===== config.mk =====
export PLATFORM = sky130hd
export DESIGN_NAME = tlc_timer
export DESIGN_NICKNAME = d
export VERILOG_FILES = /design/src/hdl/tlc_pkg.sv /design/src/hdl/tlc_edge_sync.sv /design/src/hdl/tlc_reset_mux.sv /design/src/hdl/tlc_timer.sv
export SDC_FILE = /design/constraint.sdc
export NUM_CORES = 1
export LEC_CHECK = 0
export BUFFER_PORTS_ARGS = -buffer_cell sky130_fd_sc_hd__buf_2
export CORE_MARGIN = 2
export CORE_UTILIZATION = 40
export CTS_BUF_LIST = sky130_fd_sc_hd__clkbuf_4 sky130_fd_sc_hd__clkbuf_8 sky130_fd_sc_hd__clkbuf_16
export DETAILED_ROUTE_END_ITERATION = 12
export GPL_TIMING_DRIVEN = 0
export SYNTH_ARGS = -nofsm -noshare
export SYNTH_HDL_FRONTEND = slang
export SYNTH_SLANG_ARGS = --single-unit
export TNS_END_PERCENT = 1

===== constraint.sdc =====
create_clock -name ref_clk -period 1.8 [get_ports ref_clk]
set_clock_uncertainty 0.15 [all_clocks]
set_input_delay 0.36 -clock ref_clk [delete_from_list [all_inputs] [get_ports ref_clk]]
set_output_delay 0.36 -clock ref_clk [all_outputs]
set_load 0.05 [all_outputs]

===== src/hdl/tlc_pkg.sv =====
// package: register map, field layout and reset-source codes for the limit timer control
package tlc_pkg;
  localparam logic [1:0] ADDR_LIMIT_CTRL  = 2'h0;
  localparam logic [1:0] ADDR_RST_SELECT  = 2'h1;
  localparam logic [1:0] ADDR_TIMER_CTRL  = 2'h2;
  localparam logic [1:0] ADDR_PERIOD      = 2'h3;
  localparam int         BIT_PRESCALE_SYNC_ENABLE        = 7;
  localparam int         BIT_CLOCK_EDGE_POLARITY        = 6;
  localparam int         BIT_ON_BIT_CLOCK_SYNC       = 5;
  localparam int         BIT_ON           = 0;
  localparam logic [7:0] LIMIT_CTRL_RST   = 8'h00;
  localparam logic [7:0] RST_SELECT_RST   = 8'h00;
  localparam logic [7:0] PERIOD_RST       = 8'hff;
  localparam logic [4:0] MODE_FREE_RUN    = 5'h00;
  localparam logic [4:0] MODE_ONE_SHOT    = 5'h08;
  localparam logic [4:0] RSEL_PIN         = 5'h00;
  localparam logic [4:0] RSEL_LAST_VALID  = 5'h11;
  localparam int         NUM_RST_SOURCES  = 18;
  localparam int         ON_SYNC_STAGES   = 2;

  typedef struct packed {
    logic       prescale_sync_enable;
    logic       clock_edge_polarity;
    logic       on_bit_clock_sync;
    logic [4:0] mode;
  } tlc_ctrl_s;

  function automatic logic tlc_rsel_valid(input logic [4:0] sel, input logic [4:0] own_code);
    tlc_rsel_valid = (sel <= RSEL_LAST_VALID) && !((sel == own_code) && (sel != RSEL_PIN));
  endfunction
endpackage


===== src/hdl/tlc_edge_sync.sv =====
// edge detector with optional re-timing stage
`timescale 1ns/1ps
module tlc_edge_sync
  import tlc_pkg::*;
(
  // clock and reset
  input  wire logic ref_clk,
  input  wire logic arst_n,
  // control
  input  wire logic retime,
  input  wire logic falling,
  input  wire logic sig_in,
  // result
  output logic      edge_pulse
);
  logic s1_q, s2_q, prev_q, src;

  always_ff @(posedge ref_clk or negedge arst_n) begin
    if (!arst_n) begin
      s1_q <= 1'b0;
      s2_q <= 1'b0;
    end else begin
      s1_q <= sig_in;
      s2_q <= s1_q;
    end
  end

  // raw input when not re-timed
  assign src = retime ? s2_q : sig_in;

  always_ff @(posedge ref_clk or negedge arst_n) begin
    if (!arst_n) begin
      prev_q <= 1'b0;
    end else begin
      prev_q <= src;
    end
  end

  assign edge_pulse = falling ? (prev_q & ~src) : (~prev_q & src);
endmodule


===== src/hdl/tlc_reset_mux.sv =====
// external reset source selector
`timescale 1ns/1ps
module tlc_reset_mux
  import tlc_pkg::*;
#(
  parameter logic [4:0] OWN_CODE = 5'h01
) (
  // selection
  input  wire logic [4:0]                 sel,
  input  wire logic [NUM_RST_SOURCES-1:0] sources,
  // result
  output logic                            ext_reset
);
  always_comb begin
    if (tlc_rsel_valid(sel, OWN_CODE)) begin
      ext_reset = sources[sel];
    end else begin
      ext_reset = 1'b0;
    end
  end
endmodule


===== src/hdl/tlc_timer.sv =====
// limit timer control: registers, clock edge select, on-bit sync, count and reset select
//
// Our own choices: the address-and-strobe port and the register offsets.
`timescale 1ns/1ps
// Operation
// - bit 7 re-times prescaler output to the system clock, else unsynchronised
// - bit 6 picks counting edge; software keeps it fixed while timer runs
// - bit 5 synchronises on bit; counting starts two input clocks later
// - five-bit mode field; on starts, off stops keeping the count
// - one-shot mode clears the on bit in hardware
// - count equal to period clears to zero on next counting clock
// - on bit clear holds timer off, resets the on-bit sync stages; count keeps its value unless an external reset clears it in a mode other than free run
module tlc_timer
  import tlc_pkg::*;
#(
  parameter logic [4:0] OWN_CODE = 5'h01
) (
  // clock and reset
  input  wire logic                       ref_clk,
  input  wire logic                       arst_n,
  // register port
  input  wire logic [1:0]                 reg_addr,
  input  wire logic [7:0]                 reg_wdata,
  input  wire logic                       reg_wr,
  input  wire logic                       reg_rd,
  output logic [7:0]                      reg_rdata,
  // timer input clock from prescaler
  input  wire logic                       prescaled_clk,
  // reset sources, index equals select code
  input  wire logic [NUM_RST_SOURCES-1:0] reset_sources,
  // status
  output logic [7:0]                      timer_count,
  output logic                            period_match,
  output logic                            timer_running
);
  tlc_ctrl_s  ctrl_q;
  logic [4:0] rsel_q;
  logic [7:0] period_q;
  logic [7:0] count_q;
  logic       on_q;
  logic       one_shot_done;
  logic       count_edge;
  logic       ext_reset;
  logic [ON_SYNC_STAGES-1:0] on_sh_q;
  logic       run;

  tlc_edge_sync u_edge (
    .ref_clk    (ref_clk),
    .arst_n     (arst_n),
    .retime     (ctrl_q.prescale_sync_enable),
    .falling    (ctrl_q.clock_edge_polarity),
    .sig_in     (prescaled_clk),
    .edge_pulse (count_edge)
  );

  tlc_reset_mux #(
    .OWN_CODE (OWN_CODE)
  ) u_rst (
    .sel       (rsel_q),
    .sources   (reset_sources),
    .ext_reset (ext_reset)
  );

  always_ff @(posedge ref_clk or negedge arst_n) begin
    if (!arst_n) begin
      ctrl_q   <= tlc_ctrl_s'(LIMIT_CTRL_RST);
      rsel_q   <= RST_SELECT_RST[4:0];
      period_q <= PERIOD_RST;
    end else if (reg_wr) begin
      case (reg_addr)
        ADDR_LIMIT_CTRL: ctrl_q   <= tlc_ctrl_s'(reg_wdata);
        ADDR_RST_SELECT: rsel_q   <= reg_wdata[4:0];
        ADDR_PERIOD:     period_q <= reg_wdata;
        default:         ;
      endcase
    end
  end

  assign one_shot_done = (ctrl_q.mode == MODE_ONE_SHOT) && run && count_edge
                         && (count_q == period_q);

  always_ff @(posedge ref_clk or negedge arst_n) begin
    if (!arst_n) begin
      on_q <= 1'b0;
    end else if (reg_wr && (reg_addr == ADDR_TIMER_CTRL)) begin
      on_q <= reg_wdata[BIT_ON];
    end else if (one_shot_done) begin
      on_q <= 1'b0;
    end
  end

  always_ff @(posedge ref_clk or negedge arst_n) begin
    if (!arst_n) begin
      on_sh_q <= '0;
    end else if (!on_q) begin
      on_sh_q <= '0;
    end else if (count_edge) begin
      on_sh_q <= {on_sh_q[ON_SYNC_STAGES-2:0], 1'b1};
    end
  end

  assign run = on_q && (!ctrl_q.on_bit_clock_sync || on_sh_q[ON_SYNC_STAGES-1]);

  always_ff @(posedge ref_clk or negedge arst_n) begin
    if (!arst_n) begin
      count_q <= 8'h00;
    end else if (ctrl_q.mode != MODE_FREE_RUN && ext_reset) begin
      count_q <= 8'h00;
    end else if (run && count_edge) begin
      if (count_q == period_q) begin
        count_q <= 8'h00;
      end else begin
        count_q <= count_q + 8'h01;
      end
    end
  end

  always_ff @(posedge ref_clk or negedge arst_n) begin
    if (!arst_n) begin
      reg_rdata <= 8'h00;
    end else if (reg_rd) begin
      case (reg_addr)
        ADDR_LIMIT_CTRL: reg_rdata <= ctrl_q;
        ADDR_RST_SELECT: reg_rdata <= {3'h0, rsel_q};
        ADDR_TIMER_CTRL: reg_rdata <= {7'h00, on_q};
        ADDR_PERIOD:     reg_rdata <= period_q;
        default:         reg_rdata <= 8'h00;
      endcase
    end else begin
      reg_rdata <= 8'h00;
    end
  end

  assign timer_count   = count_q;
  assign period_match  = (count_q == period_q);
  assign timer_running = run;
endmodule


Yosys cells after proc, flatten, opt, wreduce, memory -nomap -nowiden

Cells that the tools add are included.

$add $sub $neg: 1
Magnitude comparators: 2
Equality and inequality tests: 7
Multiplexer cells: 14
Bitwise operators: 4
Reductions and logical operators: 20

Operators with widths:

| cell                                                       | count |
|---|---|
| 2-to-1 mux 8 bit                                           | 4 |
| case mux 8 bit (4 select lines)                            | 1 |
| nonzero test 5 bit                                         | 2 |
| logical AND 1 bit                                          | 9 |
| adder 8 x 1 -> 8 bit, second input constant                | 1 |
| == test 8 bit                                              | 1 |
| less-than comparator 5 x 6 -> 1 bit, second input constant | 1 |
| 2-to-1 mux 1 bit                                           | 6 |
| AND reduction 2 bit                                        | 3 |
| binary-select mux 1 bit (select 5 bit)                     | 1 |
| == test 5 x 1 -> 1 bit, second input constant              | 1 |
| == test 5 x 4 -> 1 bit, second input constant              | 1 |
| less-or-equal comparator 5 bit, second input constant      | 1 |
| == test 2 bit, second input constant                       | 2 |
| 2-to-1 mux 2 bit                                           | 2 |
| nonzero test 2 bit                                         | 2 |
| AND 1 bit                                                  | 2 |
| == test 2 x 1 -> 1 bit, second input constant              | 1 |
| zero test 1 bit                                            | 2 |
| zero test 2 bit                                            | 1 |
| inequality test 2 x 1 -> 1 bit, second input constant      | 1 |
| NOT 1 bit                                                  | 2 |
| logical OR 1 bit                                           | 1 |

Bits in registers: 43
Input bits: 33
Output and inout bits: 18
Logic and storage cells: 61

Depth between registers and ports, before layout

Depth after elaboration: 8
Depth in mapped cells: 7
Gate-level depth less buffers: 6

Modules after synthesis

Synthesis repeated with hierarchy kept, for this count alone.

Cells, all modules: 184
Area, all modules: 2174.6 um^2

By module, submodules not included:

| module        | times used | cells an instance | area each (um^2) | seq. area each (um^2) |
|---|---|---|---|---|
| tlc_timer     | 1          | 159               | 1885.6           | 1011.0 |
| tlc_reset_mux | 1          | 18                | 178.9            | 0.0 |
| tlc_edge_sync | 1          | 7                 | 110.1            | 75.1 |

Least setup slack after synthesis

No wires, ideal clock.

Path kind: reg-to-reg
Start: register count_q[3] (netlist: timer_count[3])
End: register on_q
Setup time: 0.125 ns
Data arrival time: 2.082 ns
Required time: 1.525 ns
Slack: -0.557 ns
Cell stages (with the launch flop): 8
Buffers on the path: 1
Clock period less this slack: 2.357 ns
Cell sequence: dfrtp_1 clkbuf_2 xor2_1 nor4_1 nand2_1 inv_1 a41oi_1 mux2_2

Cells in the longest elaborated chain, start to end: 3

Ends and longest elaborated chain:

| what                         | line             | source |
|---|---|---|
| start: declaration           | tlc_timer.sv:39  | `logic [7:0] count_q;` |
| start signal: assignment     | tlc_timer.sv:113 | `count_q <= count_q + 8'h01;` |
| == test 8 bit                | n/a              |  |
| net period_match             | tlc_timer.sv:33  | `output logic period_match,` |
| logical AND 1 bit            | tlc_timer.sv:80  | `&& (count_q == period_q);` |
| nonzero test 2 bit (no line) | n/a              |  |
| end signal: assignment       | tlc_timer.sv:86  | `on_q <= reg_wdata[BIT_ON];` |
| end: declaration             | tlc_timer.sv:40  | `logic on_q;` |

The timed path passes the listed nets, and every way through them passes these cells.
A chain may end at the register's enable or synchronous reset.

Worst setup path after layout

Start: register period_q[2]
End: output port period_match

Cells in the longest elaborated chain, start to end: 1

Ends and longest elaborated chain:

| what                     | line             | source |
|---|---|---|
| start: declaration       | tlc_timer.sv:38  | `logic [7:0] period_q;` |
| start signal: assignment | tlc_timer.sv:73  | `ADDR_PERIOD: period_q <= reg_wdata;` |
| == test 8 bit            | tlc_timer.sv:135 | `assign period_match = (count_q == period_q);` |
| end: declaration         | tlc_timer.sv:33  |  |

Every way passes these cells.

==> impl_metrics.env <==
export IMPL_reg2regPathDepth=6
export IMPL_rows=26
export IMPL_grt_pass1_wl_mm=7.96
export IMPL_cts_sinks=43
export IMPL_fin_area_um2=2720
export IMPL_drt_pass1_iter_count=4
export IMPL_core_um2=5200
export IMPL_violations="negative setup slack"
export IMPL_routed_wirelength_mm=4.65
export IMPL_holdWs_ns=0.0377
export IMPL_utilization_pct=52.3
export IMPL_rsz0062_at_grt="yes"
export IMPL_synth_top_area_cell="dfrtp_1"
export IMPL_syn_nets=226
export IMPL_grt_usage_pct=16.9
export IMPL_cp_end_kind="output pin"
export IMPL_initial_core_util_pct=42.2
export IMPL_syn_inst=192
export IMPL_via_count=1638
export IMPL_yosysMostFrequentCell="dfrtp_1"
export IMPL_r2r_slack_ns=-0.14
export IMPL_h_tree_depth=2
export IMPL_hpwl_mm=3.45
export IMPL_crit_required_ns=1.29
export IMPL_post_route_min_period_ns=2.12
export IMPL_vias_per_cell=5.10
export IMPL_dieWidth_um=78.1
export IMPL_antenna_left=0
export IMPL_status="finished with violations"
export IMPL_reg2reg_to="timer_count[5]"
export IMPL_finalWeightedCongestion=0.752
export IMPL_synth_distinct_cells=42
export IMPL_peakVddDrop_v=0.000566
export IMPL_r2r_start="rsel_q[2]"
export IMPL_synth_edf_count=0
export IMPL_worst_skew_pair_late_latency_ns=0.29
export IMPL_synthTopCellsByCount="dfrtp_1, mux2_2, nor2_1, mux2i_1, nand2_1"
export IMPL_yosysSeqAreaShare_pct=49.4
export IMPL_worst_slew_margin_rel_pct=39.0
export IMPL_total_leakage_power_nw=1.25
export IMPL_crit_path_max_fanout=3
export IMPL_ys_warn_count=0
export IMPL_dieArea_um2=6100
export IMPL_placed_area_um2=2550
export IMPL_drc=0
export IMPL_hp_class="in2reg"
export IMPL_setup_ws_ns=-0.318
export IMPL_min_period_over_period_pct=118
export IMPL_synth_top_area_share_pct=39.9
export IMPL_io_pins=51
export IMPL_drive_above_1_share_pct=45.4
export IMPL_maxSlewViolCount=0
export IMPL_path_class="reg2out"
export IMPL_ys_top_cells_by_area="dfrtp_1, mux2_2, dfstp_2"
export IMPL_whs_path_depth=1
export IMPL_worstMarginPinSlew_ns=0.914
export IMPL_root_buffer="clkbuf_8"
export IMPL_synth_area_um2=2200
export IMPL_grt_overflow=0
export IMPL_drt_iter0_drc=32
export IMPL_port_buffers=48
export IMPL_grt_start_max_net_pins=44
export IMPL_whs_endpoint="u_edge.s1_q"
export IMPL_grt_pass1_vias=1664
export IMPL_syn_to_final_growth_pct=24.0
export IMPL_cap_violations=0
export IMPL_cts_max_path_buffers=2
export IMPL_cts_buffers=5
export IMPL_hp_start="prescaled_clk"
export IMPL_tns_ns=-1.27
export IMPL_diodes=0
export IMPL_finalHoldViolations=0
export IMPL_cts_tree="built"
export IMPL_num_fill_cells=507
export IMPL_avgSynthCellArea_um2=11.4
export IMPL_p_total_mw=2.76
export IMPL_p_per_area_nw_per_um2=1010
export IMPL_wl_per_cell_um=14.5
export IMPL_die_h_um=78.1
export IMPL_startpoint_type="register"
export IMPL_final_setup_viol_count=10
export IMPL_worstSetupStartpoint="period_q[2]"
export IMPL_ys_seq_elements=43
export IMPL_final_nets=284
export IMPL_worstPathArrival_ns=1.61
export IMPL_path_clk_slew_ns=0.08
export IMPL_antenna_found_initial=0
export IMPL_clock_fmax_mhz=472
export IMPL_ys_flop_type="dfrtp_1"
export IMPL_async_flop_share_pct=100
==> worst max-delay path, cell delays in order (launching register included) <==
cell and delay (ns):
dfstp_2 0.57, xor2_1 0.07, nor4_1 0.27, nand2_1 0.15, clkinvlp_4 0.12, buf_8 0.14
==> layout by cell type (no fill, tap or decap), types with 2 or more instances in the layout <==
cell	Yosys	final
nand4_1	2	2
a21oi_1	5	5
nor4_4	1	2
mux2i_1	12	12
and2_1	8	8
xor2_1	8	8
nand3_1	5	5
nand2_1	12	12
nor2b_1	5	5
xnor2_1	6	6
nor3_1	2	2
buf_4	1	6
o21ai_0	6	6
clkbuf_8	0	5
nor4_2	2	2
nor2_1	13	13
dfrtp_2	0	8
nand3b_1	3	3
mux2_4	1	2
buf_2	4	50
inv_1	8	7
mux2_2	20	19
dfrtp_1	35	27
dfstp_2	8	8
a22oi_1	3	3
nor3b_1	2	2
==> timing repair <==
| action | CTS | global route |
|---|---|---|
| hold buffers | 0 | 0 |
| pin swaps | 4 | 2 |
| buffers inserted | 4 | 0 |
| endpoints found under the setup margin | 11 | 11 |
| hold endpoints to repair | 0 | 0 |
| gates resized for setup | 7 | 3 |
| gates cloned | 0 | 0 |
==> kinds of logic after synthesis <==
kind of cell | after synthesis | share of synthesized area (%)
multiplexers | 35 | 17.9
flip-flops | 43 | 49.4
adder cells (fa/ha/maj) | 1 | 0.569
buffers and inverters | 16 | 3.53
AO/OA/AOI/OAI | 23 | 7.40
AND/OR/NAND/NOR | 60 | 15.5
XOR/XNOR | 14 | 5.58
==> sequential cells by signal, indices dropped and copies added (netlist names) <==
name	count
u_edge.s1_q	1
ctrl_q	8
u_edge.prev_q	1
u_edge.s2_q	1
reg_rdata	8
period_q	8
on_sh_q	2
rsel_q	5
on_q	1
timer_count	8
==> worst max-delay path by stage <==
stage                           endpoint  slack [ns]
after floorplan           timer_count[0]       -0.24
after global placement      period_match       -0.22
after detailed placement  timer_count[5]       -0.23
after CTS                   period_match       -0.40
after global routing        period_match       -0.43
final                       period_match       -0.32
==> where the power goes <==
group	internal (mW)	total (mW)	switching, mW
Sequential	1.13	1.27	0.137
Combinational	0.314	0.746	0.432
Clock	0.413	0.745	0.332
==> metrics by stage <==
stage,setup slack [ns],std cells
floorplan,-0.235,192
global placement,-0.218,310
detailed placement,-0.227,310
CTS,-0.396,321
global route,-0.434,321
finish,-0.318,321
==> metal layers <==
metal | GRT usage [%] | share of wire [%] | vias to the layer above
met4 | 4.74 | 1.1 | 0
met5 | 0 | 0 | -
met3 | 4.02 | 3.9 | 4
met1 | 22.2 | 45 | 804
met2 | 28.0 | 50 | 37
li1 | - | - | 793
==> layout make-up <==
cell class                      instances  area [um2]  area share, %
Buffer                                  7        43.8           1.61
Clock buffer                            5        68.8           2.53
Clock inverter                          3        43.8           1.61
Inverter                                8        33.8           1.24
Multi-Input combinational cell        133        1070           39.2
Sequential cell                        43        1100           40.2
Tap cell                               70        87.6           3.22
Timing Repair Buffer                   52         283           10.4
No activity file was read; power rests on OpenSTA's default activity.
